`config.mk`:
```
export PLATFORM = sky130hd
export DESIGN_NAME = lie_event_reg
export DESIGN_NICKNAME = d
export VERILOG_FILES = /design/src/shared/lie_pkg.sv /design/src/hw/lie_edge_det.sv /design/src/hw/lie_event_reg.sv
export SDC_FILE = /design/constraint.sdc
export NUM_CORES = 1
export LEC_CHECK = 0
export BUFFER_PORTS_ARGS = -buffer_cell sky130_fd_sc_hd__buf_2
export CAP_MARGIN = 25
export CORE_ASPECT_RATIO = 0.6
export CORE_MARGIN = 5
export CORE_UTILIZATION = 35
export CTS_CLUSTER_SIZE = 16
export DETAILED_ROUTE_END_ITERATION = 7
export PLACE_DENSITY = 0.6
export SYNTH_ARGS = -nofsm -noshare
export SYNTH_HDL_FRONTEND = slang
export SYNTH_SLANG_ARGS = --single-unit
```
`constraint.sdc`:
```
create_clock -name clk_i -period 6.25 [get_ports clk_i]
set_input_delay 0.3125 -clock clk_i [delete_from_list [all_inputs] [get_ports clk_i]]
set_output_delay 0.3125 -clock clk_i [all_outputs]
set_load 0.005 [all_outputs]
```
`src/shared/lie_pkg.sv`:
```
`default_nettype none
package lie_pkg;

	// register byte offsets on the apb port
	localparam logic [11:0] OFF_EVENTS_SET    = 12'h080;
	localparam logic [11:0] OFF_EVENTS_CLEAR  = 12'h084;
	localparam logic [11:0] OFF_ENABLES_SET   = 12'h088;
	localparam logic [11:0] OFF_ENABLES_CLEAR = 12'h08c;
	localparam logic [11:0] OFF_FAIL_LOC_LO   = 12'h090;
	localparam logic [11:0] OFF_FAIL_LOC_HI   = 12'h094;
	localparam logic [11:0] OFF_LINK_SETTINGS = 12'h0a0;

	// event bit positions
	localparam int unsigned BIT_NEW_CYCLE     = 20;
	localparam int unsigned BIT_PHY           = 19;
	localparam int unsigned BIT_BUS_RESET     = 17;
	localparam int unsigned BIT_SELF_ID_DONE  = 16;
	localparam int unsigned BIT_LOCK_FAIL     = 9;
	localparam int unsigned BIT_WRITE_FAIL    = 8;
	localparam int unsigned BIT_ISO_RX        = 7;
	localparam int unsigned BIT_ISO_TX        = 6;
	localparam int unsigned BIT_REPLY_PKT     = 5;
	localparam int unsigned BIT_REQUEST_PKT   = 4;
	localparam int unsigned BIT_REPLY_BUF     = 3;
	localparam int unsigned BIT_REQUEST_BUF   = 2;
	localparam int unsigned BIT_REPLY_SEND    = 1;
	localparam int unsigned BIT_REQUEST_SEND  = 0;
	localparam int unsigned BIT_GLOBAL_GATE   = 31;
	localparam int unsigned BIT_ACCEPT_SELF_ID = 9;

	// latched, readable and enable-capable bit sets
	localparam logic [31:0] EVENT_LATCH_BITS  = 32'h001b_033f;
	localparam logic [31:0] EVENT_READ_BITS   = 32'h001b_03ff;
	localparam logic [31:0] ENABLE_BITS       = 32'h801b_03ff;
	localparam logic [31:0] LINK_BITS         = 32'h0000_0200;

	// reset values
	localparam logic [31:0] EVENTS_RESET      = 32'h0000_0000;
	localparam logic [31:0] ENABLES_RESET     = 32'h0000_0000;
	localparam logic [31:0] LINK_RESET        = 32'h0000_0000;
	localparam logic [63:0] FAIL_LOC_RESET    = 64'h0000_0000_0000_0000;

	localparam int unsigned SOURCE_COUNT      = 12;

	typedef struct packed {
		logic        psel;
		logic        penable;
		logic        pwrite;
		logic [11:0] paddr;
		logic [31:0] pwdata;
	} lie_apb_req_type;

	// level sources; an asserting edge is the event (cycle_lsb: any change)
	typedef struct packed {
		logic cycle_lsb;
		logic phy_irq;
		logic bus_reset;
		logic self_id_done;
		logic lock_fail;
		logic write_fail;
		logic reply_pkt;
		logic request_pkt;
		logic reply_buf;
		logic request_buf;
		logic reply_send;
		logic request_send;
	} lie_sources_type;

	typedef struct packed {
		logic [15:0] source_node;
		logic [47:0] dest_offset;
	} lie_fail_info_type;

endpackage : lie_pkg
`default_nettype wire

```
`src/hw/lie_edge_det.sv`:
```
`timescale 1ns/1ps
`default_nettype none
module lie_edge_det #(
	parameter int unsigned WIDTH = 1
) (
	input  wire logic             clk_i,
	input  wire logic             rst_n_i,
	input  wire logic [WIDTH-1:0] sig_i,
	output logic      [WIDTH-1:0] rise_o,
	output logic      [WIDTH-1:0] toggle_o
);
	logic [WIDTH-1:0] prev_q;
	logic [WIDTH-1:0] prev_d;

	always_comb begin
		prev_d   = sig_i;
		rise_o   = sig_i & ~prev_q;
		toggle_o = sig_i ^ prev_q;
	end

	always_ff @(posedge clk_i) begin
		if (!rst_n_i) begin
			prev_q <= '0;
		end else begin
			prev_q <= prev_d;
		end
	end
endmodule : lie_edge_det
`default_nettype wire

```
`src/hw/lie_event_reg.sv`:
```
// Function
// - set new-cycle event whenever the cycle number low bit toggles.
// - set phy event when the phy requests an interrupt in a status transfer.
// - set bus-reset event when the phy reports entering bus reset.
// - set self-id-done event at end of initialisation, only if self-id acceptance enabled.
// - self-id-done event is forced to zero when bus-reset event becomes set.
// - set lock reply failure event when lock reply retries are exhausted.
// - set buffered write failure event on host bus error storing acked write.
// - on buffered write failure capture destination offset and source node.
// - iso receive summary is unlatched OR of context events and enables.
// - iso transmit summary is unlatched OR of context events and enables, read-only.
// - set reply-packet event after each packet stored in a reply buffer.
// - set request-packet event after each packet stored in a request buffer.
// - set reply-buffer-done event when a reply receive descriptor completes.
// - set request-buffer-done event when a request receive descriptor completes.
// - set reply-send-done event when reply transmit finishes last descriptor.
// - set request-send-done event when request transmit finishes last descriptor.
// - software cannot clear bus-reset event during the self-id phase.
// - events set by source edge or set-address write; cleared via clear address, and self-id-done also when bus-reset event becomes set.
// - set address reads raw events; clear address reads events ANDed with enables.
// - interrupt asserted when any event bit and its enable are both set.
// - global gate zero suppresses interrupts without changing clear-address reads.
`timescale 1ns/1ps
`default_nettype none
module lie_event_reg (
	input  wire logic                       clk_i,
	input  wire logic                       rst_n_i,
	input  wire lie_pkg::lie_apb_req_type   apb_i,
	output logic [31:0]                     prdata_o,
	output logic                            pready_o,
	output logic                            pslverr_o,
	input  wire lie_pkg::lie_sources_type   sources_i,
	input  wire lie_pkg::lie_fail_info_type fail_info_i,
	input  wire logic                       self_id_phase_i,
	input  wire logic [7:0]                 iso_receive_context_events_i,
	input  wire logic [7:0]                 iso_receive_context_enables_i,
	input  wire logic [7:0]                 iso_transmit_context_events_i,
	input  wire logic [7:0]                 iso_transmit_context_enables_i,
	output logic                            accept_self_identification_o,
	output logic                            irq_o
);
	import lie_pkg::*;

	logic [31:0]       events_q;
	logic [31:0]       events_d;
	logic [31:0]       enables_q;
	logic [31:0]       enables_d;
	logic [31:0]       link_q;
	logic [31:0]       link_d;
	lie_fail_info_type fail_loc_q;
	lie_fail_info_type fail_loc_d;
	logic              irq_q;
	logic              irq_d;
	logic [31:0]       prdata_q;
	logic [31:0]       prdata_d;
	logic              pready_q;
	logic              pready_d;
	logic              pslverr_q;
	logic              pslverr_d;

	logic [SOURCE_COUNT-1:0] rise_v;
	logic [SOURCE_COUNT-1:0] toggle_v;
	lie_sources_type         rise_s;
	lie_sources_type         toggle_s;

	logic        addr_hit;
	logic        access_first;
	logic        commit;
	logic        wr_ev_set;
	logic        wr_ev_clr;
	logic        wr_en_set;
	logic        wr_en_clr;
	logic        wr_link;
	logic [31:0] hw_set;
	logic [31:0] sw_set;
	logic [31:0] sw_clr;
	logic [31:0] events_view;
	logic        iso_rx_sum;
	logic        iso_tx_sum;

	lie_edge_det #(
		.WIDTH (SOURCE_COUNT)
	) u_edge (
		.clk_i    (clk_i),
		.rst_n_i  (rst_n_i),
		.sig_i    (sources_i),
		.rise_o   (rise_v),
		.toggle_o (toggle_v)
	);

	assign rise_s   = lie_sources_type'(rise_v);
	assign toggle_s = lie_sources_type'(toggle_v);

	// apb decode: one wait state, so read data can come straight from a flop
	always_comb begin
		addr_hit = (apb_i.paddr == OFF_EVENTS_SET) || (apb_i.paddr == OFF_EVENTS_CLEAR)
			|| (apb_i.paddr == OFF_ENABLES_SET) || (apb_i.paddr == OFF_ENABLES_CLEAR)
			|| (apb_i.paddr == OFF_FAIL_LOC_LO) || (apb_i.paddr == OFF_FAIL_LOC_HI)
			|| (apb_i.paddr == OFF_LINK_SETTINGS);
		access_first = apb_i.psel && apb_i.penable && !pready_q;
		commit       = apb_i.psel && apb_i.penable && pready_q && apb_i.pwrite && !pslverr_q;
		wr_ev_set    = commit && (apb_i.paddr == OFF_EVENTS_SET);
		wr_ev_clr    = commit && (apb_i.paddr == OFF_EVENTS_CLEAR);
		wr_en_set    = commit && (apb_i.paddr == OFF_ENABLES_SET);
		wr_en_clr    = commit && (apb_i.paddr == OFF_ENABLES_CLEAR);
		wr_link      = commit && (apb_i.paddr == OFF_LINK_SETTINGS);
	end

	// unlatched iso summaries
	always_comb begin
		iso_rx_sum = |(iso_receive_context_events_i & iso_receive_context_enables_i);
		iso_tx_sum = |(iso_transmit_context_events_i & iso_transmit_context_enables_i);
		events_view = events_q & EVENT_LATCH_BITS;
		events_view[BIT_ISO_RX] = iso_rx_sum;
		events_view[BIT_ISO_TX] = iso_tx_sum;
	end

	always_comb begin
		hw_set = '0;
		hw_set[BIT_NEW_CYCLE]    = toggle_s.cycle_lsb;
		hw_set[BIT_PHY]          = rise_s.phy_irq;
		hw_set[BIT_BUS_RESET]    = rise_s.bus_reset;
		hw_set[BIT_SELF_ID_DONE] = rise_s.self_id_done && link_q[BIT_ACCEPT_SELF_ID];
		hw_set[BIT_LOCK_FAIL]    = rise_s.lock_fail;
		hw_set[BIT_WRITE_FAIL]   = rise_s.write_fail;
		hw_set[BIT_REPLY_PKT]    = rise_s.reply_pkt;
		hw_set[BIT_REQUEST_PKT]  = rise_s.request_pkt;
		hw_set[BIT_REPLY_BUF]    = rise_s.reply_buf;
		hw_set[BIT_REQUEST_BUF]  = rise_s.request_buf;
		hw_set[BIT_REPLY_SEND]   = rise_s.reply_send;
		hw_set[BIT_REQUEST_SEND] = rise_s.request_send;

		// reserved and read-only bits masked off
		sw_set = wr_ev_set ? (apb_i.pwdata & EVENT_LATCH_BITS) : '0;
		sw_clr = wr_ev_clr ? (apb_i.pwdata & EVENT_LATCH_BITS) : '0;
		if (self_id_phase_i) begin
			sw_clr[BIT_BUS_RESET] = 1'b0;
		end
		// set beats a clear in the same cycle
		events_d = ((events_q & ~sw_clr) | hw_set | sw_set) & EVENT_LATCH_BITS;
		if (events_d[BIT_BUS_RESET] && !events_q[BIT_BUS_RESET]) begin
			events_d[BIT_SELF_ID_DONE] = 1'b0;
		end

		enables_d = enables_q;
		if (wr_en_set) begin
			enables_d = enables_q | (apb_i.pwdata & ENABLE_BITS);
		end else if (wr_en_clr) begin
			enables_d = enables_q & ~(apb_i.pwdata & ENABLE_BITS);
		end

		link_d = wr_link ? (apb_i.pwdata & LINK_BITS) : link_q;

		fail_loc_d = fail_loc_q;
		if (rise_s.write_fail) begin
			fail_loc_d = fail_info_i;
		end

		// any enabled event raises the request while the global gate is set
		irq_d = enables_q[BIT_GLOBAL_GATE] && |(events_view & enables_q & EVENT_READ_BITS);
	end

	always_ff @(posedge clk_i) begin
		if (!rst_n_i) begin
			events_q   <= EVENTS_RESET;
			enables_q  <= ENABLES_RESET;
			link_q     <= LINK_RESET;
			fail_loc_q <= lie_fail_info_type'(FAIL_LOC_RESET);
			irq_q      <= 1'b0;
		end else begin
			events_q   <= events_d;
			enables_q  <= enables_d;
			link_q     <= link_d;
			fail_loc_q <= fail_loc_d;
			irq_q      <= irq_d;
		end
	end

	// read path, sampled on the first access cycle
	always_comb begin
		prdata_d  = prdata_q;
		pready_d  = access_first;
		pslverr_d = 1'b0;
		if (access_first) begin
			pslverr_d = !addr_hit;
			unique case (apb_i.paddr)
				OFF_EVENTS_SET:    prdata_d = events_view;
				OFF_EVENTS_CLEAR:  prdata_d = events_view & enables_q & EVENT_READ_BITS;
				OFF_ENABLES_SET,
				OFF_ENABLES_CLEAR: prdata_d = enables_q;
				OFF_FAIL_LOC_LO:   prdata_d = fail_loc_q.dest_offset[31:0];
				OFF_FAIL_LOC_HI:   prdata_d = {fail_loc_q.source_node, fail_loc_q.dest_offset[47:32]};
				OFF_LINK_SETTINGS: prdata_d = link_q;
				default:           prdata_d = 32'h0000_0000;
			endcase
		end
	end

	always_ff @(posedge clk_i) begin
		if (!rst_n_i) begin
			prdata_q  <= 32'h0000_0000;
			pready_q  <= 1'b0;
			pslverr_q <= 1'b0;
		end else begin
			prdata_q  <= prdata_d;
			pready_q  <= pready_d;
			pslverr_q <= pslverr_d;
		end
	end

	assign prdata_o                     = prdata_q;
	assign pready_o                     = pready_q;
	assign pslverr_o                    = pslverr_q;
	assign irq_o                        = irq_q;
	assign accept_self_identification_o = link_q[BIT_ACCEPT_SELF_ID];

	a_cycle_toggle_sets: assert property (
		@(posedge clk_i) disable iff (!rst_n_i)
		(toggle_s.cycle_lsb && !wr_ev_clr) |=> events_q[BIT_NEW_CYCLE])
		else $error("new-cycle event missed a toggle");

	a_phy_event_sets: assert property (
		@(posedge clk_i) disable iff (!rst_n_i)
		$rose(sources_i.phy_irq) |=> events_q[BIT_PHY])
		else $error("phy event not set");

	a_bus_reset_sets: assert property (
		@(posedge clk_i) disable iff (!rst_n_i)
		$rose(sources_i.bus_reset) |=> events_q[BIT_BUS_RESET])
		else $error("bus reset event not set");

	a_self_id_gated: assert property (
		@(posedge clk_i) disable iff (!rst_n_i)
		$rose(events_q[BIT_SELF_ID_DONE]) |->
			$past(rise_s.self_id_done && link_q[BIT_ACCEPT_SELF_ID]) || $past(wr_ev_set))
		else $error("self-id event set without cause");

	a_reset_wipes_self: assert property (
		@(posedge clk_i) disable iff (!rst_n_i)
		$rose(events_q[BIT_BUS_RESET]) |-> !events_q[BIT_SELF_ID_DONE])
		else $error("self-id survived bus reset");

	a_fail_loc_capture: assert property (
		@(posedge clk_i) disable iff (!rst_n_i)
		rise_s.write_fail |=> (fail_loc_q == $past(fail_info_i)) && events_q[BIT_WRITE_FAIL])
		else $error("failed write location not captured");

	a_iso_summary_live: assert property (
		@(posedge clk_i) disable iff (!rst_n_i)
		access_first && (apb_i.paddr == OFF_EVENTS_SET) |=>
			prdata_q[BIT_ISO_RX] == $past(iso_rx_sum) && prdata_q[BIT_ISO_TX] == $past(iso_tx_sum))
		else $error("iso summary read wrong");

	a_bus_reset_held: assert property (
		@(posedge clk_i) disable iff (!rst_n_i)
		self_id_phase_i && events_q[BIT_BUS_RESET] |=> events_q[BIT_BUS_RESET])
		else $error("bus reset cleared during self-id phase");

	a_clear_only_sw: assert property (
		@(posedge clk_i) disable iff (!rst_n_i)
		$fell(events_q[BIT_PHY]) |-> $past(wr_ev_clr && apb_i.pwdata[BIT_PHY]))
		else $error("event fell without a clear write");

	a_irq_follows: assert property (
		@(posedge clk_i) disable iff (!rst_n_i)
		enables_q[BIT_GLOBAL_GATE] && events_q[BIT_REQUEST_SEND] && enables_q[BIT_REQUEST_SEND]
			|=> irq_o)
		else $error("interrupt not raised");

	a_gate_blocks: assert property (
		@(posedge clk_i) disable iff (!rst_n_i)
		!enables_q[BIT_GLOBAL_GATE] |=> !irq_o)
		else $error("interrupt raised with gate closed");

	a_reserved_zero: assert property (
		@(posedge clk_i) disable iff (!rst_n_i)
		pready_q && !pslverr_q && ($past(apb_i.paddr) == OFF_EVENTS_SET) |->
			prdata_q[18] == 1'b0 && prdata_q[15:10] == 6'h00 && prdata_q[31:21] == 11'h000)
		else $error("reserved event bits not zero");

	a_self_id_sets: assert property (
		@(posedge clk_i) disable iff (!rst_n_i)
		$rose(sources_i.self_id_done) && link_q[BIT_ACCEPT_SELF_ID] && !$rose(sources_i.bus_reset)
			&& !wr_ev_set |=> events_q[BIT_SELF_ID_DONE])
		else $error("self-id event not set");

	a_lock_fail_sets: assert property (
		@(posedge clk_i) disable iff (!rst_n_i)
		$rose(sources_i.lock_fail) |=> events_q[BIT_LOCK_FAIL])
		else $error("lock reply failure event not set");

	a_write_fail_sets: assert property (
		@(posedge clk_i) disable iff (!rst_n_i)
		$rose(sources_i.write_fail) |=> events_q[BIT_WRITE_FAIL])
		else $error("buffered write failure event not set");

	a_reply_pkt_sets: assert property (
		@(posedge clk_i) disable iff (!rst_n_i)
		$rose(sources_i.reply_pkt) |=> events_q[BIT_REPLY_PKT])
		else $error("reply packet event not set");

	a_request_pkt_sets: assert property (
		@(posedge clk_i) disable iff (!rst_n_i)
		$rose(sources_i.request_pkt) |=> events_q[BIT_REQUEST_PKT])
		else $error("request packet event not set");

	a_reply_buf_sets: assert property (
		@(posedge clk_i) disable iff (!rst_n_i)
		$rose(sources_i.reply_buf) |=> events_q[BIT_REPLY_BUF])
		else $error("reply buffer event not set");

	a_request_buf_sets: assert property (
		@(posedge clk_i) disable iff (!rst_n_i)
		$rose(sources_i.request_buf) |=> events_q[BIT_REQUEST_BUF])
		else $error("request buffer event not set");

	a_reply_send_sets: assert property (
		@(posedge clk_i) disable iff (!rst_n_i)
		$rose(sources_i.reply_send) |=> events_q[BIT_REPLY_SEND])
		else $error("reply send event not set");

	a_request_send_sets: assert property (
		@(posedge clk_i) disable iff (!rst_n_i)
		$rose(sources_i.request_send) |=> events_q[BIT_REQUEST_SEND])
		else $error("request send event not set");

	a_enable_reserved_zero: assert property (
		@(posedge clk_i) disable iff (!rst_n_i)
		enables_q[18] == 1'b0 && enables_q[15:10] == 6'h00 && enables_q[30:21] == 10'h000)
		else $error("reserved enable bits set");
endmodule : lie_event_reg
`default_nettype wire

```
Yosys cells after proc, flatten, opt, wreduce, memory -nomap -nowiden
Index checks and enable logic that the tools add are counted.
{"block": "op_classes", "bitwise_logic": 14, "n_eq_ne": 7, "mux": 6, "n_reduce_logical": 30}
{"cell": "$pmux W32 S6", "n": 1}
{"cell": "$eq A12 B8 Y1 const B", "n": 7}
{"cell": "$mux W32", "n": 2}
{"cell": "$and A21 B21 Y21", "n": 2}
{"cell": "$mux W21", "n": 2}
{"cell": "$or A21 B21 Y21", "n": 2}
{"cell": "$and A32 B32 Y32", "n": 1}
{"cell": "$not A32 Y32", "n": 1}
{"cell": "$or A32 B32 Y32", "n": 1}
{"cell": "$not A21 Y21", "n": 1}
{"cell": "$and A8 B8 Y8", "n": 2}
{"cell": "$reduce_or A8 Y1", "n": 2}
{"cell": "$reduce_or A14 Y1", "n": 1}
{"cell": "$logic_and A1 B1 Y1", "n": 13}
{"cell": "$xor A12 B12 Y12", "n": 1}
{"cell": "$and A11 B11 Y11", "n": 1}
{"cell": "$not A11 Y11", "n": 1}
{"cell": "$logic_or A1 B1 Y1", "n": 6}
{"cell": "$logic_not A1 Y1", "n": 4}
{"cell": "$reduce_or A2 Y1", "n": 2}
{"cell": "$reduce_and A2 Y1", "n": 1}
{"cell": "$reduce_bool A2 Y1", "n": 1}
{"cell": "$mux W1", "n": 1}
{"cell": "$not A1 Y1", "n": 1}
{"block": "word_totals", "out_inout_bits": 36, "regBits": 156, "wordCells": 68, "input_bits": 158}

Depth between registers and ports, before layout
Gate-level depths: netlist of run 1.
{"block": "depth", "ltp_word": 13, "mapped_depth": 7, "depth_no_buf": 4}

Hierarchy
Synthesis of run 1 repeated with hierarchy kept, for this count alone.
{"block": "unflattened", "hier_cells": 674, "area_unflattened_um2": 6192.2}
{"module": "lie_event_reg", "instances": 1, "area_each_um2": 5615.4, "cells_each": 613, "seq_area_each_um2": 2542.4}
{"module": "lie_edge_det", "instances": 1, "area_each_um2": 576.8, "cells_each": 61, "seq_area_each_um2": 240.2}

Least setup slack after synthesis of run 1
Ideal clock, no wire load.
{"block": "synth_path", "path_kind": "input to register", "startpoint": "input port apb_i[38] (netlist name)", "endpoint": "register events_q[19]", "setup_time_ps": 132, "path_slack_ps": 4043, "t_arrival_ps": 2075, "path_buffers": 3, "cell_stages": 7, "required_time_ps": 6118, "cell_sequence": "or4b_1 > buf_2 > or3_1 > buf_2 > clkbuf_1 > o41ai_1 > a21oi_1"}
{"block": "synth_between", "elab_chain_cells": 7, "word_cells_on_any_way": 10, "classes_between": "2 x eq/ne; 2 x mux; 4 x bitwise; 2 x reduce/logical"}
{"item": "start: declaration", "line_no": "lie_event_reg.sv:28", "rtl": "input wire lie_pkg::lie_apb_req_type apb_i,"}
{"item": "$eq A12 B8 Y1", "line_no": "lie_event_reg.sv:103", "rtl": "wr_ev_clr = commit && (apb_i.paddr == OFF_EVENTS_CLEAR);"}
{"item": "$logic_and A1 B1 Y1", "line_no": "lie_event_reg.sv:103"}
{"item": "$mux W21", "line_no": "lie_event_reg.sv:135", "rtl": "sw_clr = wr_ev_clr ? (apb_i.pwdata & EVENT_LATCH_BITS) : '0;"}
{"item": "$not A21 Y21", "line_no": "lie_event_reg.sv:140", "rtl": "events_d = ((events_q & ~sw_clr) | hw_set | sw_set) & EVENT_LATCH_BITS;"}
{"item": "$and A21 B21 Y21", "line_no": "lie_event_reg.sv:140"}
{"item": "$or A21 B21 Y21", "line_no": "lie_event_reg.sv:140"}
{"item": "$or A21 B21 Y21 *", "line_no": "lie_event_reg.sv:140"}
{"item": "end signal: assignment", "line_no": "lie_event_reg.sv:171", "rtl": "events_q <= events_d;"}
{"item": "end: declaration", "line_no": "lie_event_reg.sv:44", "rtl": "logic [31:0] events_q;"}
Mark *: on every way between the ends. The rest lies on a longest branch, timed or not.
A chain may end at the register's enable or synchronous reset.

Worst setup path after layout of run 1
{"block": "layout_path", "startpoint": "register pready_q, in the netlist pready_o", "endpoint": "register prdata_q[23], in the netlist prdata_o[23]"}
{"block": "layout_between", "elab_chain_cells": 2}
{"item": "start: declaration", "line_no": "lie_event_reg.sv:56", "rtl": "logic pready_q;"}
{"item": "start signal: assignment", "line_no": "lie_event_reg.sv:206", "rtl": "pready_q <= pready_d;"}
{"item": "$logic_not A1 Y1", "line_no": "lie_event_reg.sv:100", "rtl": "access_first = apb_i.psel && apb_i.penable && !pready_q;"}
{"item": "$logic_and A1 B1 Y1", "line_no": "lie_event_reg.sv:100"}
{"item": "end signal: assignment", "line_no": "lie_event_reg.sv:205", "rtl": "prdata_q <= prdata_d;"}
{"item": "end: declaration", "line_no": "lie_event_reg.sv:54", "rtl": "logic [31:0] prdata_q;"}
Every way passes these cells.

==> flow_summary_export.csv, run 1 <==
group,metric,value,unit
finish,final_cell_count_no_fill,1051,
floorplan,design.die.area,0.0190,sq mm
cts,cts_num_sinks,139,
sta,timing.final.ws_setup,3.92,ns
finish,antennaDiodeCount,0,
finish,num-fill-cells,1624,
grt,groute.usage.overall,19.9,%
critical_path,worst_ep_required_time,6.56,ns
critical_path,path_cells,"nand3b_1 -> nor2_1 -> nand3_1 -> o21ai_0",
grt,grt_pass1_vias,5411,
yosys,postSynthRegisterBits,139,
place,dp_cells,1018,
finish,layout-drive-gt1-share,27.2,%
grt,first_pass_grt_wire_length,29.7,mm
sta,hold_violations,0,
route,drt.antenna.violating_nets,0,
cts,cts_made_buffers,17,
place,pre_cts_slack,3.10,ns
yosys,synthFlopType,"dfxtp_1",
yosys,number_of_enable_type_register_cells_in_the_synthesized_netlist,0,
yosys,syn-cell-area,0.00569,sq mm
critical_path,critical_path_arrival,2.64,ns
route,detail_route.drc_violations,0,
route,route.vias.total,5618,
place,place_area,0.00669,sq mm
cts,clock_tree.root_cell,"clkbuf_16",
cts,cts.reportedPaths.clkPinSlew,0.06,ns
cts,post_cts_resized,0,
floorplan,y_dimension_of_the_die,109,microns
grt,grt.busiest_layer,"met1",
sta,fmax,429,MHz
route,routed_wire_length_per_instance,18.1,microns
yosys,postSynthCellCount,682,
floorplan,pin_count,194,
grt,grt_overflow,0,
critical_path,crit_path_start_kind,"register",
sta,worst-slew-pin-transition,0.984,ns
cts,cts_tree,"built",
power,power.density,300,mW/mm^2
grt,grtUsageMet1,30.7,%
status,run_status,"finished, final reports clean",
grt,maximum_number_of_pins_on_one_net_before_global_route_repair,66,
finish,final_net_count,987,
place,port_buffers,176,
finish,post-route-util,45.5,%
run,max_capacitance_violation_total,0,
sta,timing.final.crit_share,37.3,%
grt,grt.met3_usage,6.13,%
route,detail_route.iter0.violations,409,
yosys,yosys_warnings,0,
critical_path,timing.critical_path.slowest_cell_delay,0.59,ns
sta,finalClockSkew,0.0122,ns
route,dr.pass1.iters,5,
yosys,cell_variety_after_synth,51,
worst_hold_path,worst_hold_path_type,"input pin to register",
cts,clock_tree.buffer_depth,2,
route,drt-vias-per-instance,5.35,
power,static-leakage-power,0.00298,uW
cts,post_cts_buffers,0,
floorplan,initial_utilization,35.4,%
yosys,synth_nets,840,
place,routabilityCongestion,0.805,
finish,fin_area,0.00732,sq mm
route,finalWirelength,19.0,mm
yosys,asyncSetResetFlopFracSynth,0,%
sta,period_minus_slack,2.33,ns
sta,drv_slew,0,
critical_path,critical_path.endpoint_type,"register",
cts,insertion_delay,0.42,ns
floorplan,placeableCoreArea,0.0161,sq mm
finish,syn_to_final_growth,28.6,%
critical_path,crit_fanout,18,
yosys,syn_area_per_cell,8.35,sq um
sta,grt_setup_unrepaired,"no",
sta,final.setup.tns,0,ns
yosys,synth.yosys.seq_area_share,48.9,%
sta,maxSlewHeadroom,33.9,%
grt,antenna_found_initial,0,
cts,hold_buffers,0,
power,ir_worst_vdd,0.166,mV
floorplan,die_x,175,microns
critical_path,critPathLaunch,"pready_o$_SDFF_PN0_",
cts,cts_max_level,4,
place,place.detailed.hpwl,13.2,mm
critical_path,worst_path_max_delay_cell,"nand3_1",
grt,grtUsageMet2,26.6,%
sta,report.final.setup_viol,0,
critical_path,worst-setup-path-type,"register to register",
critical_path,timing.rr.start,"pready_o$_SDFF_PN0_",
floorplan,num_rows,36,
worst_hold_path,worst_hold_startpoint,"apb_i[6]",
power breakdown:
group          total [uW]  internal (uW)  switching [uW]
logic                 184           76.2             107
clock network        1060            648             416
registers             947            925            22.2
total                2200           1650             546
cells in the final DEF (no fill, tap or decap), types with 8 or more instances in the layout:
cell and n:
a221oi_1 12, and2_1 12, a31oi_1 19, o22a_1 11
o41ai_1 9, buf_4 8, dfxtp_1 139, a32oi_1 9
nand2_1 173, a21oi_1 93, a311oi_1 15, clkbuf_16 17
o21ai_0 31, inv_1 13, buf_2 176, a22oi_1 31
cell families after synthesis:
logic type | count (synthesis) | share of synthesized area, %
xor+xnor | 1 | 0.154
flops | 139 | 48.9
compound gates | 246 | 27.8
mux | 3 | 0.549
simple gates | 222 | 17.6
buf+inv | 71 | 4.99
cell type report:
type                       count  area, sq um  share of cell area (%)
clock buffer                  18          439                    6.00
clock inverter                14          186                    2.55
inverter                      14         52.6                   0.718
multi-input combinational    472         2650                    36.2
sequential                   139         2780                    38.0
tap                          209          262                    3.57
timing repair buffer         185          952                    13.0
per-layer routing:
metal  share of wire (%)  up-vias  wire length [microns]
met5                   0        -                      0
met1                  51     2596                   9730
li1                    -     2759                      -
met2                  39      248                   7450
met3                 8.9       15                   1700
met4                0.55        0                    105
worst paths after layout:
check	to	slack [ns]	cells past startpoint
min reg2reg	prdata_o[28]$_SDFFE_PN0P_	0.45	2
max reg2reg	prdata_o[23]$_SDFFE_PN0P_	3.92	4
max	prdata_o[23]$_SDFFE_PN0P_	3.92	4
min	register	0.1	2
worst max-delay path, delay by kind of cell (launching register included):
family | cells | cell delay (ns)
AO/OA/AOI/OAI | 1 | 0.42
flip-flops | 1 | 0.34
AND/OR/NAND/NOR | 3 | 1.45
synthesized netlist by cell type (all sizes together) (3+ instances only):
master	n	share of area (%)
inv	14	0.92
nand2	173	11
a32oi	9	1.4
and2	12	1.3
a31oi	19	2.1
buf	20	1.6
a311oi	15	2.3
nor2b	3	0.33
o22a	11	1.7
o41ai	9	1.4
a21oi	93	8.2
nand3b	5	0.66
o21ai	33	2.9
clkbuf	37	2.4
nor3	3	0.35
a221oi	12	1.8
nor2	5	0.33
a22oi	31	4.1
nand4	4	0.44
o31ai	4	0.53
dfxtp	139	49
through the flow:
step | hold WS [ns] | power [uW]
2_1_floorplan | 0.423 | 1060
3_3_place_gp | 0.434 | 1150
3_5_place_dp | 0.439 | 1150
4_1_cts | 0.0854 | 2220
5_1_grt | 0.0858 | 2280
6_report | 0.0992 | 2200
(Power assumes the default switching activity.)
==> inputs of run 2 (changes only) <==
--- a/config.mk
+++ b/config.mk
@@ -5,6 +5,7 @@
 export SDC_FILE = /design/constraint.sdc
 export NUM_CORES = 1
 export LEC_CHECK = 0
+export ABC_AREA = 1
 export BUFFER_PORTS_ARGS = -buffer_cell sky130_fd_sc_hd__buf_2
 export CAP_MARGIN = 25
 export CORE_ASPECT_RATIO = 0.6
@@ -12,7 +13,7 @@
 export CORE_UTILIZATION = 35
 export CTS_CLUSTER_SIZE = 16
 export DETAILED_ROUTE_END_ITERATION = 7
-export PLACE_DENSITY = 0.6
+export PLACE_DENSITY = 0.61
 export SYNTH_ARGS = -nofsm -noshare
 export SYNTH_HDL_FRONTEND = slang
 export SYNTH_SLANG_ARGS = --single-unit
==> constraint.sdc (replaced) <==
create_clock -name clk_i -period 1.9 [get_ports clk_i]
set_input_delay 0.095 -clock clk_i [delete_from_list [all_inputs] [get_ports clk_i]]
set_output_delay 0.095 -clock clk_i [all_outputs]
set_load 0.005 [all_outputs]
==> run 2 against run 1 <==
Wire length increased by 8.4%. Worst setup slack lost 3.6 ns. Design area up 21%. Area after synthesis increased by 11%. Sequential share of layout area shrank 6.7 points. Sequential cell count did not move. Critical endpoint is now events_q[5]$_SDFF_PN0_. Largest power group unchanged. Highest routed layer unchanged.
==> flow_summary_export.csv, run 2 <==
group,metric,value,unit
cts,cts_made_buffers,17,
power,power.density,795,mW/mm^2
yosys,yosysTopAreaCell,"dfxtp_1",
run,max_capacitance_violation_total,0,
status,run_status,"finished, final reports clean",
yosys,top_cells_by_area_in_the_synthesized_netlist,"dfxtp_1 44%, nor2_1 11%, nand2_1 11%, o21ai_0 8.1%, nand3_1 6.6%",
route,drt.antenna.violating_nets,0,
place,place.detailed.hpwl,14.2,mm
route,dr.pass1.iters,4,
cts,cts_num_sinks,139,
grt,grt_pass1_vias,6581,
route,drt-vias-per-instance,4.70,
sta,timing.final.ws_setup,0.337,ns
sta,worst-slew-pin-transition,0.632,ns
grt,grt_overflow,0,
route,detail_route.iter0.violations,547,
cts,clock_tree.root_cell,"clkbuf_16",
sta,timing.final.crit_share,82.2,%
grt,maximum_number_of_pins_on_one_net_before_global_route_repair,108,
yosys,syn-cell-area,0.00633,sq mm
critical_path,worst_ep_required_time,2.17,ns
yosys,yosys.area_share.adder,0,%
route,finalWirelength,20.6,mm
floorplan,placeableCoreArea,0.0179,sq mm
critical_path,worst-setup-path-type,"register to register",
cts,insertion_delay,0.42,ns
grt,antenna_found_initial,0,
yosys,synthFlopType,"dfxtp_1",
yosys,yosys.area_share.simple,33.6,%
yosys,postSynthCellCount,949,
floorplan,initial_utilization,35.3,%
yosys,asyncSetResetFlopFracSynth,0,%
critical_path,ff2ff_path_depth,8,
worst_hold_path,hold-path-cell-count,4,
critical_path,critical_path.reg2reg.endpoint,"events_q[5]$_SDFF_PN0_",
floorplan,design.die.area,0.0210,sq mm
floorplan,num_rows,38,
route,detail_route.drc_violations,0,
grt,first_pass_grt_wire_length,33.4,mm
sta,grt_setup_unrepaired,"no",
grt,groute.usage.overall,19.8,%
worst_hold_path,worst_hold_path_type,"input pin to register",
yosys,syn_area_per_cell,6.67,sq um
yosys,xor_xnor_share_of_the_synthesized_area,0.138,%
finish,layout.cells.most_common_list,"187 x nor2_1, 185 x nand2_1, 176 x buf_2, 139 x dfxtp_1, 102 x o21ai_0",
yosys,postSynthRegisterBits,139,
cts,cts.reportedPaths.clkPinSlew,0.06,ns
sta,fmax,640,MHz
place,dp_cells,1326,
yosys,synthDominantCellAreaShare,43.9,%
critical_path,crit_path_start_kind,"register",
worst_hold_path,worst_hold_startpoint,"apb_i[8]",
floorplan,y_dimension_of_the_die,114,microns
finish,layout.cells.most_common,"nor2_1",
route,route.vias.total,6789,
yosys,synth.yosys.seq_area_share,43.9,%
place,port_buffers,176,
sta,hold_violations,0,
finish,fin_area,0.00890,sq mm
floorplan,pin_count,194,
floorplan,die_x,184,microns
critical_path,critical_path.endpoint_type,"register",
sta,finalClockSkew,0.0110,ns
finish,post-route-util,49.6,%
critical_path,timing.rr.start,"pready_o$_SDFF_PN0_",
yosys,post_synth_most_frequent_cells,"189 x nor2_1, 185 x nand2_1, 139 x dfxtp_1, 102 x o21ai_0, 84 x nand3_1",
sta,period_minus_slack,1.56,ns
yosys,number_of_enable_type_register_cells_in_the_synthesized_netlist,0,
yosys,muxShareOfSynthArea,0,%
cts,cts_tree,"built",
critical_path,timing.reg2reg.setup_slack,0.34,ns
finish,final_cell_count_no_fill,1446,
sta,maxSlewHeadroom,57.8,%
yosys,synth_compound_gate_area_share,13.4,%
finish,layout-drive-gt1-share,21.2,%
finish,final_net_count,1350,
yosys,post-synth-top-count-cell,"nor2_1",
yosys,cell_variety_after_synth,25,
yosys,synth_nets,1107,
sta,drv_slew,0,
place,place_area,0.00747,sq mm
cts,clock_tree.buffer_depth,2,
place,routabilityCongestion,0.817,
cts,cts_max_level,4,
critical_path,critical_path_arrival,1.83,ns
route,routed_wire_length_per_instance,14.2,microns
sta,report.final.setup_viol,0,
yosys,yosys_warnings,0,
critical_path,crit_fanout,6,
sta,final.setup.tns,0,ns
power,ir_worst_vdd,0.514,mV
place,pre_cts_slack,0.251,ns
power,static-leakage-power,0.00422,uW
cts,post_cts_buffers,0,
finish,syn_to_final_growth,40.5,%
yosys,synth_top_family_by_area,"simple AND/OR/NAND/NOR gates",
==> run 2: cell count changes after synthesis, sizes merged, moves of 15 or more <==
cell	delta
a311oi	-15
nand2	+26
a31oi	-19
o21ai	+87
inv	+67
a21oi	-47
nor2	+195
nand3	+82
a22oi	-31
==> run 2: area by class of cell <==
class / count / area (sq um)
diodes: 1 / 2.50
clock buffers: 17 / 425
clock inverters: 15 / 130
fillers: 1789 / 9030
inverters: 83 / 312
multi-input cells: 670 / 2990
flip-flops and latches: 139 / 2780
well taps: 240 / 300
repair buffers: 281 / 1950
==> run 2: worst max path at each step <==
stage	cells after the start	end	from
floorplan	8	register	pready_o$_SDFF_PN0_
global placement	11	register	apb_i[33]
detailed placement	11	register	apb_i[33]
CTS	8	events_q[5]$_SDFF_PN0_	pready_o$_SDFF_PN0_
global route	8	events_q[4]$_SDFF_PN0_	pready_o$_SDFF_PN0_
finish	8	events_q[5]$_SDFF_PN0_	pready_o$_SDFF_PN0_
==> run 2: critical path, stage by stage (launching register included) <==
cell,delay [ns]
dfxtp_1,0.39
nand3_1,0.11
nor2_2,0.12
inv_1,0.10
nor2_2,0.31
buf_4,0.22
nand2_1,0.05
nand2_1,0.05
a21oi_1,0.06
==> run 2: power breakdown <==
group	leakage (uW)	switching [uW]	internal, uW	total [uW]
Clock	0.000270	1440	1720	3160
Combinational	0.00281	394	366	761
Sequential	0.00114	79.5	3070	3150
==> run 2: what timing repair did <==
item | CTS | global route
gates resized for setup | 0 | 0
endpoints found under the setup margin | 0 | 0
hold buffers | 87 | 0
endpoints found under the hold margin | 88 | 0
==> run 2: metrics by stage <==
stage	power, uW	hold WS (ns)
6_report	7070	0.0122
5_1_grt	7390	0.0279
4_1_cts	7130	0.00387
3_5_place_dp	3830	0.291
3_3_place_gp	3820	0.290
2_1_floorplan	3520	0.188
==> run 2: cell families after synthesis <==
group	Yosys count
AND/OR/NAND/NOR	501
AO/OA/AOI/OAI	168
buffers and inverters	140
flip-flops	139
XOR/XNOR	1
==> run 2: layer usage <==
| layer | share of wire [%] | GRT usage [%] | wire length (microns) |
|---|---|---|---|
| met5 | 0 | 0 | 0 |
| met3 | 7.0 | 3.90 | 1440 |
| met2 | 42 | 29.8 | 8580 |
| met4 | 1.2 | 5.85 | 255 |
| met1 | 50 | 28.8 | 10300 |
==> inputs of run 3 (changes only) <==
--- a/config.mk
+++ b/config.mk
@@ -13,7 +13,7 @@
 export CORE_UTILIZATION = 35
 export CTS_CLUSTER_SIZE = 16
 export DETAILED_ROUTE_END_ITERATION = 7
-export PLACE_DENSITY = 0.61
+export PLACE_DENSITY = 0.59
 export SYNTH_ARGS = -nofsm -noshare
 export SYNTH_HDL_FRONTEND = slang
 export SYNTH_SLANG_ARGS = --single-unit
==> constraint.sdc (replaced) <==
create_clock -name clk_i -period 1.55 [get_ports clk_i]
set_input_delay 0.0775 -clock clk_i [delete_from_list [all_inputs] [get_ports clk_i]]
set_output_delay 0.0775 -clock clk_i [all_outputs]
set_load 0.005 [all_outputs]
==> run 3 against run 2 <==
Wire length grew 4.8%. Sequential share of layout area shrank 0.68 points. Highest routed layer unchanged. Critical path type unchanged. Final cell count grew 0.83%. Die area is the same. Clock skew grew 0.0015 ns. Clock-buffer cell count grew 3. Worst hold slack gained 0.012 ns. Largest power group unchanged. Global-route usage grew 0.58 points. Design area grew 2.2%. Worst setup slack lost 0.18 ns. Sequential power grew 23%. Maximum frequency grew 12%.
==> flow_summary_export.csv, run 3 (same netlist as run 2, synthesis figures left out) <==
group,metric,value,unit
critical_path,ff2ff_path_depth,8,
floorplan,die_x,184,microns
route,route.vias.total,6940,
floorplan,pin_count,194,
place,dp_cells,1340,
cts,cts_tree,"built",
cts,post_cts_resized,0,
sta,hold_violations,0,
critical_path,crit_path_start_kind,"register",
finish,layout.cells.most_common,"nor2_1",
critical_path,cpLargestDelayFamily,"simple AND/OR/NAND/NOR gates",
sta,worst-slew-pin-transition,0.483,ns
worst_hold_path,worst_hold_path_type,"input pin to register",
route,routed_wire_length_per_instance,14.8,microns
floorplan,design.die.area,0.0210,sq mm
critical_path,worst_ep_required_time,1.84,ns
sta,finalClockSkew,0.0125,ns
critical_path,crit_fanout,15,
cts,insertion_delay,0.41,ns
grt,grt_pass1_vias,6556,
status,run_status,"finished, final reports clean",
route,drt-vias-per-instance,4.76,
sta,timing.final.crit_share,89.6,%
critical_path,path_buf_inv,2,
floorplan,initial_utilization,35.3,%
floorplan,placeableCoreArea,0.0179,sq mm
route,finalWirelength,21.6,mm
sta,final.setup.tns,0,ns
power,power.density,968,mW/mm^2
grt,grt_overflow,0,
power,ir_worst_vdd,0.713,mV
sta,drv_slew,0,
cts,clock_tree.root_cell,"clkbuf_16",
place,port_buffers,176,
grt,antenna_found_initial,0,
critical_path,worst-setup-path-type,"register to register",
place,routabilityCongestion,0.806,
run,max_capacitance_violation_total,0,
sta,period_minus_slack,1.39,ns
finish,fin_area,0.00909,sq mm
grt,first_pass_grt_wire_length,34.2,mm
route,detail_route.drc_violations,0,
finish,layout-drive-gt1-share,21.8,%
power,static-leakage-power,0.00433,uW
cts,clock_tree.buffer_depth,2,
critical_path,path_cells,"nand3_1 -> nor2_2 -> inv_1 -> nor2_4 -> buf_12 -> nand2_2 -> o21ai_1 -> nor2_1",
sta,maxSlewHeadroom,67.8,%
grt,maximum_number_of_pins_on_one_net_before_global_route_repair,57,
critical_path,timing.critical_path.slowest_cell_delay,0.36,ns
finish,final_cell_count_no_fill,1458,
finish,syn_to_final_growth,43.6,%
sta,fmax,720,MHz
route,dr.pass1.iters,5,
critical_path,critical_path.endpoint_type,"register",
critical_path,worstSetupPathDepth,8,
place,place.detailed.hpwl,15.3,mm
finish,final_net_count,1364,
route,drt.antenna.violating_nets,0,
sta,report.final.setup_viol,0,
critical_path,critical_path_arrival,1.68,ns
floorplan,y_dimension_of_the_die,114,microns
finish,layout.cells.most_common_list,"187 x nor2_1, 185 x nand2_1, 176 x buf_2, 139 x dfxtp_1, 102 x o21ai_0",
grt,groute.usage.overall,20.4,%
sta,grt_setup_unrepaired,"no",
finish,antennaDiodeCount,0,
place,place_area,0.00765,sq mm
cts,post_cts_buffers,0,
floorplan,num_rows,38,
route,detail_route.iter0.violations,503,
worst_hold_path,hold-path-cell-count,5,
cts,cts_max_level,4,
cts,cts_num_sinks,139,
cts,cts.reportedPaths.clkPinSlew,0.06,ns
finish,post-route-util,50.7,%
critical_path,worst_path_max_delay_cell,"dfxtp_1",
cts,cts_made_buffers,17,
run 3: worst register-to-register path: cells and delay by family, from the launching register on:
family	cells	cell delay, ns
compound gates	1	0.13
buf+inv	2	0.28
flops	1	0.36
simple gates	5	0.51
run 3: power breakdown:
part / leakage [uW] / switching, uW / internal (uW)
clock network: 0.000280 / 1560 / 2400
registers: 0.00114 / 104 / 3770
logic: 0.00290 / 501 / 474
total: 0.00433 / 2170 / 6640
run 3: area by class of cell:
type	count	area [sq um]
well taps	240	300
flip-flops and latches	139	2780
clock inverters	11	123
multi-input cells	670	2990
inverters	83	312
clock buffers	20	447
repair buffers	295	2140
fillers	1820	8830
run 3: layer usage:
metal | vias up | track usage (%) | share of wire (%)
met4 | 0 | 2.93 | 0.33
met3 | 9 | 3.65 | 6.4
met1 | 3184 | 31.7 | 52
met5 | - | 0 | 0
met2 | 207 | 29.9 | 41
li1 | 3540 | - | -
run 3: stage by stage:
step / total power (uW) / hold slack, ns / worst slack [ns]
floorplan: 4310 / 0.171 / 0.207
global placement: 4730 / 0.272 / 0.127
detailed placement: 4740 / 0.273 / 0.0838
CTS: 8870 / 0.000522 / 0.152
global route: 9190 / 0.0340 / 0.0860
finish: 8810 / 0.0244 / 0.160
run 3: repair_timing:
item                                    CTS  global route
endpoints found under the setup margin    0             0
hold buffers                             87             0
hold endpoints to repair                 88             0
run 3: worst paths after layout:
path                                  start                        end  slack [ns]
setup / recovery        pready_o$_SDFF_PN0_                   register        0.16
hold / removal              self_id_phase_i    events_q[17]$_SDFF_PN0_        0.02
setup reg to reg        pready_o$_SDFF_PN0_                   register        0.16
hold reg to reg   prdata_o[25]$_SDFFE_PN0P_  prdata_o[25]$_SDFFE_PN0P_        0.46
